`src/core/rtwk_map.vh`:
```
// Register offsets, field positions and encodings of the reload timer block
`ifndef RTWK_MAP_VH
`define RTWK_MAP_VH
`define RTWK_OFF_CTRL      6'h1E
`define RTWK_OFF_RLD_HI    6'h1F
`define RTWK_OFF_RLD_LO    6'h20
`define RTWK_OFF_CNT_HI    6'h21
`define RTWK_OFF_CNT_LO    6'h22
`define RTWK_OFF_WAKE_CTRL 6'h23
`define RTWK_OFF_STATUS    6'h28
`define RTWK_CTL_HALT_RX   7
`define RTWK_CTL_START_HI  5
`define RTWK_CTL_START_LO  4
`define RTWK_CTL_AUTO_RLD  3
`define RTWK_CTL_CLK_HI    1
`define RTWK_CTL_CLK_LO    0
`define RTWK_CTL_WMASK     8'hBB
`define RTWK_WK_RUNNING    7
`define RTWK_WK_STROBE     6
`define RTWK_WK_WMASK      8'h3F
`define RTWK_WK_TRIM       5
`define RTWK_WK_DETECT     4
`define RTWK_WK_AUTO_RLD   3
`define RTWK_WK_WAKE       2
`define RTWK_WK_CLK_HI     1
`define RTWK_WK_CLK_LO     0
`define RTWK_WCLK_DIV1     2'h0
`define RTWK_WCLK_DIV8     2'h1
`define RTWK_WCLK_DIV16    2'h2
`define RTWK_WCLK_DIV32    2'h3
`define RTWK_ST_IRQ        0
`define RTWK_ST_RUN        1
`define RTWK_ST_WIRQ       2
`define RTWK_START_NONE    2'h0
`define RTWK_START_TXEND   2'h1
`define RTWK_START_TRIM    2'h2
`define RTWK_START_TRIM_UF 2'h3
`define RTWK_CLK_CARRIER   2'h0
`define RTWK_CLK_DIV       2'h1
`define RTWK_CLK_SIB0      2'h2
`define RTWK_CLK_SIB1      2'h3
`define RTWK_RX_NIBBLE     3'h4
`define RTWK_WDIV_8        5'h07
`define RTWK_WDIV_16       5'h0F
`define RTWK_WDIV_32       5'h1F
`endif

```
`src/core/rtwk_timer.v`:
```
// Reload timer with wake-up timer control, Wishbone classic slave
// Operation
// - Stop-on-receive set: halt once four received bits arrive; clear: never
// - Stop-on-receive ignored in either oscillator trimming start mode
// - Start select 00 no auto start; 01 starts at end of transmission
// - Start select 10/11 trimming, start and stop on rising edges
// - Auto-restart set: reload and keep counting at zero
// - Auto-restart clear: count to zero and stay stopped
// - Every underflow sets the underflow interrupt flag, except in start select 10
// - Clock select 00 carrier tick, 01 divided tick
// - Clock select 10/11 count sibling timer underflows
// - Start event loads 16-bit value from both reload bytes
// - Reload writes do not disturb a running countdown
// - Current count readable as high and low bytes
// - Wake-up timer wakes system when interval elapses
// - Wake-up timer can launch low-power card detection
// - Wake control layout: run, strobe, trim, detect, reload, wake, clock
// - Running bit written only when strobe written as one; one-shot wake underflow clears it
// - Wake clock: oscillator undivided, /8, /16 or /32
// - Wake underflow sets its flag; reload or stop at zero
// - Auto-wake set: leave power-down on each wake underflow
//
// Bus behaviour
// Single-cycle ack, one clock after the request edge
// Writes take effect at the request edge
// Unmapped reads return zero, unmapped writes dropped
// Lane 0 must be enabled for a write to land
// Main timer behaviour
// Tick inputs are single-cycle pulses on this clock
// Start events win over halt and ticks in one cycle
// Trimming start: first rising edge starts, second stops
// Halt happens with the fourth received bit itself
// Underflow pulse suppressed in plain trimming mode
// Count bytes are not latched as a pair
// Software keeps off the count bytes during reception
// Wake timer behaviour
// Wake ticks come from the synchronised oscillator
// Strobe write with run bit set loads the wake interval
// Wake underflow raises wake, detect and trim by enable
// A control write in an underflow cycle takes priority
// Wake interval is a parameter, not a register
// Status register
// Bit 0 underflow, bit 1 running, bit 2 wake underflow
// Write one to clear; a new event in that cycle wins
`timescale 1ns/1ps
`default_nettype none
`include "rtwk_map.vh"

module rtwk_timer #(
	parameter WAKE_RELOAD = 16'hFFFF
) (
	// System
	input  wire       clk_i,
	input  wire       rst_i,
	// Wishbone slave
	input  wire       cyc_i,
	input  wire       stb_i,
	input  wire       we_i,
	input  wire [5:0] adr_i,
	input  wire [0:0] sel_i,
	input  wire [7:0] dat_i,
	output reg  [7:0] dat_o,
	output reg        ack_o,
	// Tick and event inputs, same clock
	input  wire       carrier_tick_i,
	input  wire       div_tick_i,
	input  wire       sib0_underflow_i,
	input  wire       sib1_underflow_i,
	input  wire       tx_end_i,
	input  wire       rx_bit_i,
	input  wire       rx_active_i,
	// Oscillator, from outside the domain
	input  wire       low_freq_osc_clk_i,
	input  wire       trim_edge_i,
	// Outputs
	output reg        underflow_o,
	output reg        wake_o,
	output reg        card_detect_start_o,
	output reg        osc_trim_start_o
);

	reg  [7:0]  ctrl_q;
	reg  [7:0]  rld_hi_q;
	reg  [7:0]  rld_lo_q;
	reg  [15:0] cnt_q;
	reg         run_q;
	reg         irq_q;
	reg  [2:0]  rx_bits_q;
	reg  [7:0]  wctrl_q;
	reg  [15:0] wcnt_q;
	reg         wirq_q;
	reg  [4:0]  wdiv_q;
	reg  [1:0]  low_freq_osc_sync_q;
	reg  [1:0]  trim_sync_q;
	reg         low_freq_osc_prev_q;
	reg         trim_prev_q;

	wire        wr_stb;
	wire        cnt_tick;
	wire        trim_mode;
	wire        trim_rise;
	wire        low_freq_osc_rise;
	wire [7:0]  wk_wdata;
	wire        wake_tick;
	wire [1:0]  start_sel;
	wire [1:0]  clk_sel;
	wire [15:0] reload_value;

	// Write strobe, byte lane 0 only
	// Qualified by !ack so a held request writes once
	// Shared by every register write decode
	// Address compare against one register offset
	function is_wr;
		input [5:0] a;
		input [5:0] off;
		begin
			is_wr = wr_stb && (a == off);
		end
	endfunction

	assign wr_stb       = cyc_i && stb_i && we_i && sel_i[0] && !ack_o;
	assign start_sel    = ctrl_q[`RTWK_CTL_START_HI:`RTWK_CTL_START_LO];
	assign clk_sel      = ctrl_q[`RTWK_CTL_CLK_HI:`RTWK_CTL_CLK_LO];
	assign reload_value = {rld_hi_q, rld_lo_q};
	assign trim_mode    = start_sel[1];
	assign trim_rise    = trim_sync_q[1] && !trim_prev_q;
	assign low_freq_osc_rise = low_freq_osc_sync_q[1] && !low_freq_osc_prev_q;
	assign wk_wdata     = dat_i & `RTWK_WK_WMASK;

	// Tick source select
	assign cnt_tick = (clk_sel == `RTWK_CLK_CARRIER) ? carrier_tick_i :
		(clk_sel == `RTWK_CLK_DIV) ? div_tick_i :
		(clk_sel == `RTWK_CLK_SIB0) ? sib0_underflow_i : sib1_underflow_i;

	// Bus acknowledge, one cycle
	// Registered, so the answer comes one clock late
	// Drops by itself after one cycle
	// Back-to-back requests need an idle cycle between
	always @(posedge clk_i) begin
		if (rst_i) begin
			ack_o <= 1'b0;
		end else begin
			ack_o <= cyc_i && stb_i && !ack_o;
		end
	end

	// Read mux, registered
	// Loaded only at the request edge
	// Holds between accesses
	// Strobe bit of wake control always reads zero
	always @(posedge clk_i) begin
		if (rst_i) begin
			dat_o <= 8'h00;
		end else if (cyc_i && stb_i && !ack_o) begin
			case (adr_i)
				`RTWK_OFF_CTRL:      dat_o <= ctrl_q;
				`RTWK_OFF_RLD_HI:    dat_o <= rld_hi_q;
				`RTWK_OFF_RLD_LO:    dat_o <= rld_lo_q;
				`RTWK_OFF_CNT_HI:    dat_o <= cnt_q[15:8];
				`RTWK_OFF_CNT_LO:    dat_o <= cnt_q[7:0];
				`RTWK_OFF_WAKE_CTRL: dat_o <= wctrl_q & ~(8'h01 << `RTWK_WK_STROBE);
				`RTWK_OFF_STATUS:    dat_o <= {5'h00, wirq_q, run_q, irq_q};
				default:             dat_o <= 8'h00;
			endcase
		end
	end

	// Control and reload registers
	// Reserved control bits masked on write
	// Reload bytes only copied at a start event or auto-reload
	// No effect on a countdown in progress
	always @(posedge clk_i) begin
		if (rst_i) begin
			ctrl_q   <= 8'h00;
			rld_hi_q <= 8'h00;
			rld_lo_q <= 8'h00;
		end else begin
			if (is_wr(adr_i, `RTWK_OFF_CTRL))
				ctrl_q <= dat_i & `RTWK_CTL_WMASK;
			if (is_wr(adr_i, `RTWK_OFF_RLD_HI))
				rld_hi_q <= dat_i;
			if (is_wr(adr_i, `RTWK_OFF_RLD_LO))
				rld_lo_q <= dat_i;
		end
	end

	// Oscillator and trim pin synchronisers
	// Two flops each, only the second is read
	// Previous-value flops give rising edge detection
	// Reset low matches the idle pin level
	// Pin pulses must last at least two clocks
	always @(posedge clk_i) begin
		if (rst_i) begin
			low_freq_osc_sync_q <= 2'h0;
			trim_sync_q         <= 2'h0;
			low_freq_osc_prev_q <= 1'b0;
			trim_prev_q         <= 1'b0;
		end else begin
			low_freq_osc_sync_q <= {low_freq_osc_sync_q[0], low_freq_osc_clk_i};
			trim_sync_q         <= {trim_sync_q[0], trim_edge_i};
			low_freq_osc_prev_q <= low_freq_osc_sync_q[1];
			trim_prev_q <= trim_sync_q[1];
		end
	end

	// Received bit counter for stop-on-receive
	// Cleared whenever reception is idle
	// Saturates at four bits per frame
	// Halt fires on the bit that makes four
	always @(posedge clk_i) begin
		if (rst_i) begin
			rx_bits_q <= 3'h0;
		end else if (!rx_active_i) begin
			rx_bits_q <= 3'h0;
		end else if (rx_bit_i && rx_bits_q != `RTWK_RX_NIBBLE) begin
			rx_bits_q <= rx_bits_q + 3'h1;
		end
	end

	// Main countdown
	// Priority: trim edge, transmit end, halt, tick
	// Trim edge toggles running in trimming modes
	// Transmit end starts only in start select 01
	// Halt ignored while a trimming mode is chosen
	// Tick at zero gives underflow next cycle
	// Auto-restart reloads, otherwise the timer stops
	// Count frozen whenever the timer is stopped
	// Plain trimming mode never pulses underflow
	// Reload value sampled only at start and reload
	// Underflow output is a one-cycle registered pulse
	always @(posedge clk_i) begin
		if (rst_i) begin
			cnt_q       <= 16'h0000;
			run_q       <= 1'b0;
			underflow_o <= 1'b0;
		end else begin
			underflow_o <= 1'b0;
			if (trim_mode && trim_rise) begin
				if (run_q) begin
					run_q <= 1'b0;
				end else begin
					run_q <= 1'b1;
					cnt_q <= reload_value;
				end
			end else if (start_sel == `RTWK_START_TXEND && tx_end_i) begin
				run_q <= 1'b1;
				cnt_q <= reload_value;
			end else if (!trim_mode && ctrl_q[`RTWK_CTL_HALT_RX] && run_q
				&& rx_bit_i && rx_bits_q == (`RTWK_RX_NIBBLE - 3'h1)) begin
				run_q <= 1'b0;
			end else if (run_q && cnt_tick) begin
				if (cnt_q == 16'h0000) begin
					if (start_sel != `RTWK_START_TRIM) begin
						underflow_o <= 1'b1;
					end
					if (ctrl_q[`RTWK_CTL_AUTO_RLD]) begin
						cnt_q <= reload_value;
					end else begin
						run_q <= 1'b0;
					end
				end else begin
					cnt_q <= cnt_q - 16'h0001;
				end
			end
		end
	end

	// Underflow flag, set wins over clear by writing one
	// Set from the registered underflow pulse
	// Cleared by writing one to status bit 0
	// Sticky until software clears it
	always @(posedge clk_i) begin
		if (rst_i) begin
			irq_q <= 1'b0;
		end else if (underflow_o) begin
			irq_q <= 1'b1;
		end else if (is_wr(adr_i, `RTWK_OFF_STATUS) && dat_i[`RTWK_ST_IRQ]) begin
			irq_q <= 1'b0;
		end
	end

	// Wake prescaler decode, one hit per selected division
	function wake_div_hit;
		input [1:0] sel;
		input [4:0] div;
		begin
			case (sel)
				`RTWK_WCLK_DIV1:  wake_div_hit = 1'b1;
				`RTWK_WCLK_DIV8:  wake_div_hit = ((div & `RTWK_WDIV_8) == `RTWK_WDIV_8);
				`RTWK_WCLK_DIV16: wake_div_hit = ((div & `RTWK_WDIV_16) == `RTWK_WDIV_16);
				`RTWK_WCLK_DIV32: wake_div_hit = (div == `RTWK_WDIV_32);
				default:          wake_div_hit = 1'b0;
			endcase
		end
	endfunction

	// Wake clock prescaler
	// Free-running divider on oscillator rising edges
	// Phase not reset by control writes
	assign wake_tick = low_freq_osc_rise &&
		wake_div_hit(wctrl_q[`RTWK_WK_CLK_HI:`RTWK_WK_CLK_LO], wdiv_q);

	always @(posedge clk_i) begin
		if (rst_i) begin
			wdiv_q <= 5'h00;
		end else if (low_freq_osc_rise) begin
			wdiv_q <= wdiv_q + 5'h01;
		end
	end

	// Wake-up timer control and countdown
	// Running bit only written by software together with the strobe bit
	// Strobe with running set loads the interval
	// Strobe with running clear stops the timer
	// Underflow pulses gated by their enable bits
	// Auto-restart reloads, otherwise running clears
	// Control writes beat an underflow in one cycle
	// Wake pulse leaves power-down outside this block
	// Detect pulse launches the card detection sequence
	// Trim pulse launches the oscillator trimming sequence
	always @(posedge clk_i) begin
		if (rst_i) begin
			wctrl_q             <= 8'h00;
			wcnt_q              <= 16'h0000;
			wake_o              <= 1'b0;
			card_detect_start_o <= 1'b0;
			osc_trim_start_o    <= 1'b0;
		end else begin
			wake_o              <= 1'b0;
			card_detect_start_o <= 1'b0;
			osc_trim_start_o    <= 1'b0;
			if (is_wr(adr_i, `RTWK_OFF_WAKE_CTRL)) begin
				wctrl_q[`RTWK_WK_TRIM:`RTWK_WK_CLK_LO] <=
					wk_wdata[`RTWK_WK_TRIM:`RTWK_WK_CLK_LO];
				if (dat_i[`RTWK_WK_STROBE]) begin
					wctrl_q[`RTWK_WK_RUNNING] <= dat_i[`RTWK_WK_RUNNING];
					wcnt_q <= WAKE_RELOAD;
				end
			end else if (wctrl_q[`RTWK_WK_RUNNING] && wake_tick) begin
				if (wcnt_q == 16'h0000) begin
					wake_o              <= wctrl_q[`RTWK_WK_WAKE];
					card_detect_start_o <= wctrl_q[`RTWK_WK_DETECT];
					osc_trim_start_o    <= wctrl_q[`RTWK_WK_TRIM];
					if (wctrl_q[`RTWK_WK_AUTO_RLD]) begin
						wcnt_q <= WAKE_RELOAD;
					end else begin
						wctrl_q[`RTWK_WK_RUNNING] <= 1'b0;
					end
				end else begin
					wcnt_q <= wcnt_q - 16'h0001;
				end
			end
		end
	end

	// Wake underflow flag
	// Same condition as the countdown underflow branch
	// Cleared by writing one to status bit 2
	// Set wins over a clear in the same cycle
	always @(posedge clk_i) begin
		if (rst_i) begin
			wirq_q <= 1'b0;
		end else if (wctrl_q[`RTWK_WK_RUNNING] && wake_tick && wcnt_q == 16'h0000
			&& !is_wr(adr_i, `RTWK_OFF_WAKE_CTRL)) begin
			wirq_q <= 1'b1;
		end else if (is_wr(adr_i, `RTWK_OFF_STATUS) && dat_i[`RTWK_ST_WIRQ]) begin
			wirq_q <= 1'b0;
		end
	end

endmodule // rtwk_timer
`default_nettype wire

```
`config.mk`:
```
export PLATFORM = sky130hd
export DESIGN_NAME = rtwk_timer
export DESIGN_NICKNAME = d
export VERILOG_FILES = /design/src/core/rtwk_timer.v
export VERILOG_INCLUDE_DIRS = /design/src /design/src/core
export SDC_FILE = /design/constraint.sdc
export NUM_CORES = 1
export LEC_CHECK = 0
export BUFFER_PORTS_ARGS = -buffer_cell sky130_fd_sc_hd__buf_2
export CORE_UTILIZATION = 60
export CTS_CLUSTER_SIZE = 10
export DETAILED_ROUTE_END_ITERATION = 6
export HOLD_SLACK_MARGIN = 0.08
export PLACE_DENSITY_LB_ADDON = 0.08
export SLEW_MARGIN = 40
export SYNTH_ARGS = -nofsm -noshare
export SYNTH_HDL_FRONTEND = slang
export SYNTH_SLANG_ARGS = --single-unit
export TNS_END_PERCENT = 30
```
`constraint.sdc`:
```
create_clock -name clk_i -period 3.27 [get_ports clk_i]
set_input_delay 0.1635 -clock clk_i [delete_from_list [all_inputs] [get_ports clk_i]]
set_output_delay 0.1635 -clock clk_i [all_outputs]
set_load 0.005 [all_outputs]
```
# After elaboration in Yosys (flattened, before gate mapping)
# Index checks and enable logic that the tools add are counted.
[op_classes] eq_ne=26 reduce_logical=49 bitwise=5 n_mux=34 add_sub_neg=4
[ops] op="16-bit 2-to-1 mux" n=12
[ops] op="8-bit one-hot mux with 7 select lines" n=1
[ops] op="16-bit zero test" n=2
[ops] op="16-bit by 1-bit subtractor with 16-bit output, second input constant" n=2
[ops] op="6-bit equality test, second input constant" n=5
[ops] op="1-bit logical AND" n=26
[ops] op="1-bit 2-to-1 mux" n=20
[ops] op="6-bit by 5-bit equality test with 1-bit output, second input constant" n=2
[ops] op="3-bit != test, second input constant" n=3
[ops] op="4-bit AND reduction" n=2
[ops] op="2-bit nonzero test" n=4
[ops] op="4-bit nonzero test" n=2
[ops] op="2-bit by 1-bit equality test with 1-bit output, second input constant" n=3
[ops] op="2-bit equality test, second input constant" n=3
[ops] op="2-bit != test, second input constant" n=3
[ops] op="3-bit AND reduction" n=2
[ops] op="6-bit OR reduction" n=1
[ops] op="5-bit by 1-bit adder with 5-bit output, second input constant" n=1
[ops] op="5-bit equality test, second input constant" n=1
[ops] op="1-bit zero test" n=5
[ops] op="1-bit NOT" n=5
[ops] op="4-bit equality test, second input constant" n=1
[ops] op="2-bit zero test" n=2
[ops] op="4-bit by 1-bit != test with 1-bit output, second input constant" n=1
[ops] op="9 further kinds" n=9
[totals] wordCells=140 input_bits=29 output_inout_bits=13 reg_bits=91

# Depth between registers and ports, before layout
# Gate-level depths: netlist of run 1.
[depth] depth_word=9 depth_mapped=11 ltp_nobuf=10

# Worst setup path before layout of run 1
# No wires, ideal clock.
[synth_timing] path_type="reg-to-reg" from="register wdiv_q[0]" to="register wcnt_q[9]" period_less_slack_ns=2.537 path_slack_ns=0.733 stages_incl_launch_ff=11 path_buffers=0 setup_ns=0.116 t_arrival_ns=2.421 required_time_ns=3.154 cell_sequence="dfxtp_1 ha_1 nand3_1 inv_1 ha_1 mux2i_1 a221oi_2 nor2_1 a21o_1 or4_1 a31o_2"
[synth_between] elab_chain_cells=6 elab_cells_between_ends=8 classes_between="eq/ne: 3; mux: 1; reduce/logical: 4"
[synth_rtl] item="start: declaration" line="rtwk_timer.v:92" text="reg [4:0] wdiv_q;"
[synth_rtl] item="start signal: assignment" line="rtwk_timer.v:307" text="wdiv_q <= wdiv_q + 5'h01;"
[synth_rtl] item="5-bit equality test (no source line) (tied with other cells)"
[synth_rtl] item="1-bit one-hot mux with 4 select lines (*)" line="rtwk_timer.v:287" text="case (sel)"
[synth_rtl] item="1-bit logical AND (*)" line="rtwk_timer.v:300" text="assign wake_tick = low_freq_osc_rise &&"
[synth_rtl] item="1-bit logical AND (*)" line="rtwk_timer.v:339" text="end else if (wctrl_q[`RTWK_WK_RUNNING] && wake_tick) begin"
[synth_rtl] item="2-bit nonzero test (no source line) (*)"
[synth_rtl] item="3-bit AND reduction (no source line) (*)"
[synth_rtl] item="end signal: assignment" line="rtwk_timer.v:350" text="wcnt_q <= wcnt_q - 16'h0001;"
[synth_rtl] item="end: declaration" line="rtwk_timer.v:90" text="reg [15:0] wcnt_q;"
# Mark *: on every way between the ends. The rest lies on a longest branch, timed or not.
# A chain may end at the register's enable or synchronous reset.

# Worst setup path in the final report of run 1
# Ends and elaborated chain as after synthesis.

==> impl_metrics.json, run 1 <==
{
  "first_iter_violations": 435,
  "cts_tree": "built",
  "status": "complete, no violations",
  "dp_cells": 678,
  "first_global_vias": 4147,
  "nets": 633,
  "wl_met1_mm": 5.51,
  "finalWirelength_mm": 12.4,
  "top_layer": "met4",
  "setup_tns_ps": 0,
  "clock-sinks": 91,
  "syn_inst": 550,
  "via_per_inst": 6.28,
  "clkTransAtPathRegs_ps": 100,
  "core_um2": 7690,
  "vias": 4400,
  "cts_inserted_buffers": 9,
  "num_rows": 32,
  "ant_nets": 0,
  "finalHoldViolCount": 0,
  "drv_slew": 0,
  "fillCellCount": 650,
  "power.density_nw_per_um2": 392,
  "rsz0062_at_grt": "no",
  "fin_ws_ps": 722,
  "instances_no_fill": 701,
  "finalSetupViolations": 0,
  "final_cell_mix": "91 x dfxtp_1, 81 x nor2_1, 52 x a21oi_1, 46 x nand2_1, 41 x buf_2",
  "synth_area_um2": 4730,
  "grt_use_total_pct": 32.1,
  "hold_path_class": "in2reg",
  "yosysUniqueCellTypes": 63,
  "clockBufferDepth": 2,
  "route.met2.wl_mm": 5.69,
  "start_util_pct": 61.5,
  "clock.fmax_ghz": 0.392,
  "place.gp.congestion": 0.931,
  "yosys_warnings": 0,
  "irDropWorstVdd_mv": 0.300,
  "portBuffers": 41,
  "critical_path_peak_fanout": 7,
  "area_growth_pct": 13.0,
  "grt_overflow": 0,
  "synth_seq_area_share_pct": 38.5,
  "io_pins": 42,
  "syn_area_per_cell_um2": 8.59,
  "ys_ff_latch": 91,
  "clk_latency_ps": 360,
  "p_leak_uw": 0.00196,
  "antenna_found_initial": 0,
  "period_needed_ps": 2550,
  "hpwl_mm": 9.11,
  "wl_met3_um": 943,
  "die_h_um": 90.8,
  "crit_path_start_kind": "flop",
  "chipWidth_um": 90.8,
  "grt_pass1_wl_mm": 21.0,
  "drc_errors": 0,
  "synth-async-reset-ratio_pct": 0,
  "crit_required_ps": 3530,
  "synth_edf_count": 0,
  "avgRoutedWirePerCell_um": 17.8,
  "drv_cap": 0,
  "final_common_cell": "dfxtp_1",
  "synthFlopType": "dfxtp_1",
  "grt_max_degree": 33,
  "slew_headroom_pct": 47.5,
  "cts_max_level": 3,
  "diodes": 0,
  "path_class": "reg2reg",
  "design.die.area_um2": 8240,
  "syn_nets": 589,
  "drive_above_1_share_pct": 16.5,
  "worst_pin_slew_ps": 787,
  "post-place-ws_ps": 735,
  "finalClockSkew_ps": 10.5,
  "crit_arrival_ps": 2810,
  "finalCritPeriodShare_pct": 77.9,
  "root_buffer": "clkbuf_8",
  "reg2reg_slack_ps": 720,
  "end_kind": "flop",
  "firstDrtPassIters": 7
}
final timing paths:
path,from,end,cells past startpoint
worst max-delay path,wdiv_q[0],wcnt_q[9],10
worst min-delay path,dat_i[0],wctrl_q[0],3
worst max register to register,wdiv_q[0],wcnt_q[9],10
worst min register to register,trim_sync_q[0],trim_sync_q[1],1
stage by stage:
step	total power (uW)	utilization [%]	hold slack, ps	instance area, um2
6_report	2090	69.5	97.9	5340
4_1_cts	2100	69.4	83.2	5330
3_3_place_gp	1230	65.5	378	5030
2_1_floorplan	1190	-	292	4730
3_5_place_dp	1240	65.5	385	5030
5_1_grt	2160	69.5	100	5340
critical path, stage by stage (launching register included):
cell      delay, ps
dfxtp_1         370
ha_1            190
nand3_1         120
inv_1            80
ha_1            130
mux2i_1          70
a221oi_2        320
nor2_1          160
a21o_1          280
or4_1           480
a31o_2          260
synthesized netlist by cell type (all sizes together), types with 3 or more instances:
master   number  area [um2]
a211oi        5        42.5
a21o         13        97.6
a21oi        54         278
a222oi        7        70.1
a2bb2oi       3        26.3
a311oi        5        43.8
a31oi         6        37.5
and2          7        43.8
and3          6        37.5
and4          3        27.5
buf           7        40.0
clkbuf       25         114
dfxtp        91        1820
ha           10         125
inv          16        60.1
mux2i        33         330
mux4          8         180
nand2        46         173
nand3        15        75.1
nand3b        6        45.0
nand4         5        31.3
nand4b        3        26.3
nor2         81         304
nor2b        10        62.6
nor3         11        55.1
nor3b         3        22.5
nor4          6        43.8
nor4b         3        47.5
o21ai        19        95.1
o31ai         5        37.5
o41ai         3        26.3
or4           6        52.6
or4b          3        30.0
xnor2         6        52.6
state kept, by name, indices dropped and copies added (netlist names), 2 cells and up:
register             flops
wcnt_q                  16
trim_sync_q              2
cnt_q                   16
wdiv_q                   5
dat_o                    8
rld_hi_q                 8
rld_lo_q                 8
wctrl_q                  7
low_freq_osc_sync_q      2
rx_bits_q                3
ctrl_q                   6
layout make-up:
cell class | count | area, um2 | share of cell area (%)
repair buffers | 65 | 403 | 7.54
clock buffers | 9 | 124 | 2.32
flip-flops and latches | 91 | 1820 | 34.1
clock inverters | 7 | 106 | 1.99
well taps | 102 | 128 | 2.39
multi-input cells | 411 | 2700 | 50.5
inverters | 16 | 60.1 | 1.12
where the power goes:
| group | total (uW) | internal (uW) | leakage [uW] | switching, uW |
|---|---|---|---|---|
| sequential | 1120 | 1110 | 0.000734 | 3.45 |
| combinational | 101 | 38.7 | 0.00111 | 61.8 |
| clock | 873 | 444 | 0.000116 | 429 |
cells by family after synthesis:
family | synth area share (%)
flops | 38.5
mux | 10.8
buf+inv | 4.53
simple gates | 23.6
compound gates | 18.6
xor+xnor | 1.30
fa+ha+maj | 2.65
repair_timing:
item,in CTS,in global routing
endpoints found under the setup margin,0,0
buffers inserted,0,0
gates resized for setup,0,0
hold endpoints to repair,7,0
hold buffers,7,0
metal layers:
layer | vias up | track usage, %
li1 | 2090 | -
met1 | 2080 | 45.0
met2 | 203 | 49.7
met3 | 27 | 4.63
met4 | 0 | 12.4
met5 | - | 0
No activity file was read; power rests on OpenSTA's default activity.
==> run 2, diff against run 1 <==
Settings changed: ABC_AREA set to 1, CORE_UTILIZATION 60 to 54.
Clock period 3.27 ns to 2.3 ns, I/O delays scaled along.
==> impl_metrics.json, run 2 <==
{
  "status": "complete, but fails checks",
  "failed_checks": "design-rule violations",
  "nets": 885,
  "clockBufferDepth": 2,
  "syn_inst": 795,
  "diodes": 0,
  "ant_nets": 0,
  "grt_overflow": 0,
  "cts_max_level": 3,
  "fillCellCount": 886,
  "synth_seq_area_share_pct": 35.3,
  "vias": 5310,
  "firstDrtPassIters": 7,
  "syn_nets": 834,
  "cts_inserted_buffers": 9,
  "finalSetupViolations": 0,
  "final_cell_mix": "190 x nand2_1, 145 x nor2_1, 91 x dfxtp_1, 79 x inv_1, 61 x o21ai_0",
  "max_stage_delay_ps": 330,
  "cp_num_buf_inv": 2,
  "root_buffer": "clkbuf_8",
  "synth_area_leaders": "dfxtp_1 35%, nand2_1 14%, nor2_1 11%",
  "synth_edf_count": 0,
  "synth-async-reset-ratio_pct": 0,
  "grt_pass1_wl_mm": 23.8,
  "clock-sinks": 91,
  "synthFlopType": "dfxtp_1",
  "setup_tns_ps": 0,
  "seq_area_um2": 1820,
  "rsz0062_at_grt": "no",
  "via_per_inst": 5.42,
  "start_util_pct": 55.8,
  "finalWirelength_mm": 14.4,
  "first_global_vias": 4939,
  "hold_path_class": "in2reg",
  "final_common_cell": "nand2_1",
  "power.density_nw_per_um2": 504,
  "place.gp.congestion": 0.934,
  "chipWidth_um": 99.7,
  "synth_top_area_share_pct": 35.3,
  "area_growth_pct": 12.2,
  "hpwl_mm": 10.8,
  "first_iter_violations": 409,
  "grt_max_degree": 55,
  "design.die.area_um2": 9950,
  "top_regs": "cnt_q: 16 flops, wcnt_q: 16 flops",
  "ctsResizeCount": 0,
  "synth_area_um2": 5160,
  "io_pins": 42,
  "fin_util_pct": 62.6,
  "drv_slew": 0,
  "ctsHoldBuffers": 9,
  "end_kind": "flop",
  "path_class": "reg2reg",
  "crit_required_ps": 2600,
  "finalHoldViolCount": 0,
  "slew_headroom_pct": 66.2,
  "postCtsSetupRepairBufs": 0,
  "core_um2": 9240,
  "drv_cap": 0,
  "clkTransAtPathRegs_ps": 100,
  "crit_arrival_ps": 2290,
  "avgRoutedWirePerCell_um": 14.7,
  "finalCritPeriodShare_pct": 86.4,
  "cpMostUsedCell": "nand2_4",
  "drc_errors": 1,
  "yosys_warnings": 0,
  "yosysTopAreaCell": "dfxtp_1",
  "worst_pin_slew_ps": 505,
  "drive_above_1_share_pct": 14.0,
  "portBuffers": 41,
  "critical_path_peak_fanout": 33,
  "cts_tree": "built",
  "crit_path_cell_trace": "inv_1, nand3_2, nor2_4, nand2_4, nand2_4, inv_2, a21oi_4, nand2_1, a21oi_2",
  "period_needed_ps": 1990,
  "grt_use_total_pct": 30.6,
  "clk_latency_ps": 370,
  "yosys-top-cells-count": "190 x nand2_1, 145 x nor2_1, 91 x dfxtp_1",
  "p_leak_uw": 0.00276,
  "irDropWorstVdd_mv": 0.428,
  "ys_ff_latch": 91,
  "clock.fmax_ghz": 0.503,
  "slowest_stage": "dfxtp_1",
  "finalClockSkew_ps": 20.5,
  "yosysUniqueCellTypes": 35,
  "crit_path_start_kind": "flop",
  "antenna_found_initial": 0,
  "die_h_um": 99.7,
  "syn_area_per_cell_um2": 6.49,
  "reg2reg_slack_ps": 310,
  "num_rows": 35,
  "yosysMostFrequentCell": "nand2_1",
  "multi_input_area_um2": 2910,
  "crit_family": "simple AND/OR/NAND/NOR gates"
}
==> run 2: final cells by class <==
class | instances | area share (%)
multi-input cells | 598 | 50.2
well taps | 129 | 2.79
flip-flops and latches | 91 | 31.5
inverters | 87 | 5.64
repair buffers | 59 | 6.27
clock inverters | 7 | 1.45
clock buffers | 9 | 2.14
==> run 2: logic make-up after synthesis <==
logic type,count (synthesis),share of synthesized area [%]
AOI/OAI and AO/OA,133,14.1
and+or+nand+nor,445,38.2
DFF,91,35.3
buffers and inverters,106,8.32
xor gates and xnor gates,10,1.70
adders and majority gates,10,2.43
==> run 2: power by group <==
part	switching, uW	leakage (uW)	internal, uW	total, uW
Clock	646	0.0000959	522	1170
Combinational	99.1	0.00193	55.2	154
Sequential	6.78	0.000735	1590	1590
Total	752	0.00276	2160	2920
==> run 2: stage by stage <==
| step | instance area (um2) | hold WS, ps | worst slack [ps] | total power, uW | instances |
|---|---|---|---|---|---|
| after global placement | 5490 | 322 | 423 | 1770 | 955 |
| after CTS | 5790 | 97.4 | 319 | 2930 | 980 |
| final | 5790 | 112 | 312 | 2920 | 980 |
| after global routing | 5790 | 107 | 88.5 | 3010 | 980 |
| after floorplan | 5160 | 222 | 654 | 1710 | 795 |
| after detailed placement | 5490 | 322 | 335 | 1770 | 955 |
==> run 2: metal layers <==
metal | wire length [um] | GRT usage (%) | share of wire [%] | up-vias
li1 | - | - | - | 2646
met1 | 6660 | 42.5 | 46 | 2419
met2 | 6350 | 48.4 | 44 | 216
met3 | 1080 | 4.50 | 7.5 | 29
met4 | 338 | 10.5 | 2.3 | 0
met5 | 0 | 0 | 0 | -
==> run 2: final timing paths <==
check | cells after the start | startpoint | end
worst max register to register | 9 | ack_o | wcnt_q[7]
worst min register to register | 2 | trim_sync_q[0] | trim_sync_q[1]
worst max-delay path | 9 | ack_o | wcnt_q[7]
worst min-delay path | 5 | rx_bit_i | rx_bits_q[2]
==> run 2: worst min-delay path, cell delays in order <==
cell,delay [ps]
buf_2,110
inv_1,60
a21oi_1,60
nand2_1,60
inv_1,30
==> run 3, diff against run 2 <==
Settings changed: CORE_UTILIZATION 54 to 60.
Clock period 2.3 ns to 1.9 ns, I/O delays scaled along.
==> impl_metrics.json, run 3 (synthesized netlist as in run 2, its figures left out) <==
{
  "cts_tree": "built",
  "stdcell_area_um2": 5990,
  "first_global_vias": 4881,
  "irDropWorstVdd_mv": 0.382,
  "p_leak_uw": 0.00286,
  "power.density_nw_per_um2": 567,
  "final_common_cell": "nand2_1",
  "hold_depth": 4,
  "finalHoldViolCount": 0,
  "hold_path_class": "in2reg",
  "chipWidth_um": 94.7,
  "clkPwrFrac_pct": 37.5,
  "top_regs": "cnt_q: 16 flops, wcnt_q: 16 flops",
  "finalCritPeriodShare_pct": 96.0,
  "root_buffer": "clkbuf_8",
  "crit_path_start_kind": "flop",
  "period_needed_ps": 1820,
  "cp_num_buf_inv": 3,
  "drv_cap": 0,
  "min_from": "cyc_i",
  "crit_path_cell_trace": "ha_2, nand3_2, inv_2, ha_2, nand2_1, nand3_1, nand3_2, nand2_4, inv_2, a21oi_4, clkbuf_16, nand2_1, a21oi_1",
  "crit_family": "simple AND/OR/NAND/NOR gates",
  "diodes": 0,
  "first_iter_violations": 416,
  "clockBufferDepth": 2,
  "post-place-ws_ps": 15.1,
  "clkTransAtPathRegs_ps": 90,
  "ant_nets": 0,
  "finalWirelength_mm": 14.0,
  "grt_max_degree": 34,
  "max_stage_delay_ps": 350,
  "r2r-start": "wdiv_q[0]",
  "fin_ws_ps": 76.5,
  "clock-sinks": 91,
  "seq_area_um2": 1820,
  "reg2reg_depth": 13,
  "antenna_found_initial": 0,
  "area_growth_pct": 16.2,
  "hpwl_mm": 10.4,
  "firstDrtPassIters": 6,
  "grt_use_total_pct": 32.2,
  "via_per_inst": 5.48,
  "vias": 5367,
  "die_h_um": 94.7,
  "clk_latency_ps": 380,
  "path_class": "reg2reg",
  "status": "complete, no violations",
  "p_sw_share_pct": 26.3,
  "final_cell_mix": "190 x nand2_1, 145 x nor2_1, 89 x dfxtp_1, 77 x inv_1, 61 x o21ai_0",
  "slowest_stage": "dfxtp_2",
  "crit_required_ps": 2200,
  "finalClockSkew_ps": 17.0,
  "slew_headroom_pct": 68.3,
  "critical_path_peak_fanout": 5,
  "design.die.area_um2": 8970,
  "pwr-share-seq_pct": 56.7,
  "io_pins": 42,
  "clock.fmax_ghz": 0.548,
  "multi_input_area_um2": 2950,
  "avgRoutedWirePerCell_um": 14.3,
  "drv_slew": 0,
  "cts_inserted_buffers": 9,
  "num_rows": 33,
  "place_area_um2": 5560,
  "drc_errors": 0,
  "crit_arrival_ps": 2120,
  "reg2reg_to": "wcnt_q[12]",
  "core_um2": 8260,
  "switching_power_uw": 893,
  "place.gp.congestion": 0.945,
  "grt_pass1_wl_mm": 22.7,
  "reg2reg_slack_ps": 80,
  "drive_above_1_share_pct": 16.9,
  "worst_pin_slew_ps": 474,
  "fillCellCount": 710,
  "min_to": "ack_o",
  "comb_power_share_pct": 5.8,
  "grt_overflow": 0,
  "portBuffers": 41,
  "nets": 908,
  "finalSetupViolations": 0,
  "cts_max_level": 3,
  "start_util_pct": 62.5,
  "p_int_uw": 2510,
  "end_kind": "flop"
}
run 3: area by class of cell:
type,instances,share of cell area (%)
Multi-Input combinational cell,598,49.2
Inverter,87,5.45
Clock inverter,7,1.13
Clock buffer,9,2.07
Tap cell,105,2.19
Timing Repair Buffer,82,9.56
Sequential cell,91,30.4
run 3: power by group through the flow:
stage | registers (uW) | logic (uW) | clock network, uW
5_1_grt | 1930 | 218 | 1370
6_report | 1930 | 197 | 1270
4_1_cts | 1930 | 191 | 1280
2_1_floorplan | 1970 | 97.2 | 0
3_5_place_dp | 1970 | 171 | 0
3_3_place_gp | 1970 | 166 | 0
run 3: per-stage QoR:
step | TNS [ps] | util [%] | hold WS [ps] | power (uW) | instances
after detailed placement | 0 | 67.3 | 308 | 2140 | 944
after global routing | -112 | 72.6 | 199 | 3520 | 979
after CTS | 0 | 71.3 | 178 | 3400 | 973
after floorplan | 0 | - | 202 | 2070 | 795
after global placement | 0 | 67.3 | 304 | 2140 | 944
final | 0 | 72.6 | 186 | 3400 | 979
run 3: what timing repair did:
action,CTS,global route
resized for setup,0,12
hold buffers,12,0
buffers inserted,1,5
endpoints found under the hold margin,26,0
cloned,0,1
setup endpoints to repair,5,27
pin swaps,0,3
run 3: how the worst max path moves through the flow:
stage / startpoint / end / slack [ps] / cells after the start
after floorplan: wdiv_q[0] / wcnt_q[15] / 250 / 12
after global routing: wdiv_q[0] / wcnt_q[10] / -30 / 13
after CTS: cnt_q[0] / cnt_q[3] / 30 / 11
after detailed placement: wdiv_q[0] / wcnt_q[14] / 20 / 12
final: wdiv_q[0] / wcnt_q[12] / 80 / 13
after global placement: wdiv_q[0] / wcnt_q[14] / 90 / 12
run 3: per-layer routing:
layer | global-route usage [%] | part of all wire (%) | vias up
met5 | 0 | 0 | -
met4 | 14.3 | 3.5 | 0
met3 | 4.67 | 4.9 | 39
met2 | 55.5 | 49 | 178
met1 | 39.7 | 42 | 2445
li1 | - | - | 2705
run 3: worst reg2reg max path, stage by stage, from the launching register on:
cell,delay [ps]
dfxtp_2,350
ha_2,190
nand3_2,90
inv_2,60
ha_2,150
nand2_1,50
nand3_1,100
nand3_2,100
nand2_4,90
inv_2,50
a21oi_4,190
clkbuf_16,180
nand2_1,50
a21oi_1,110
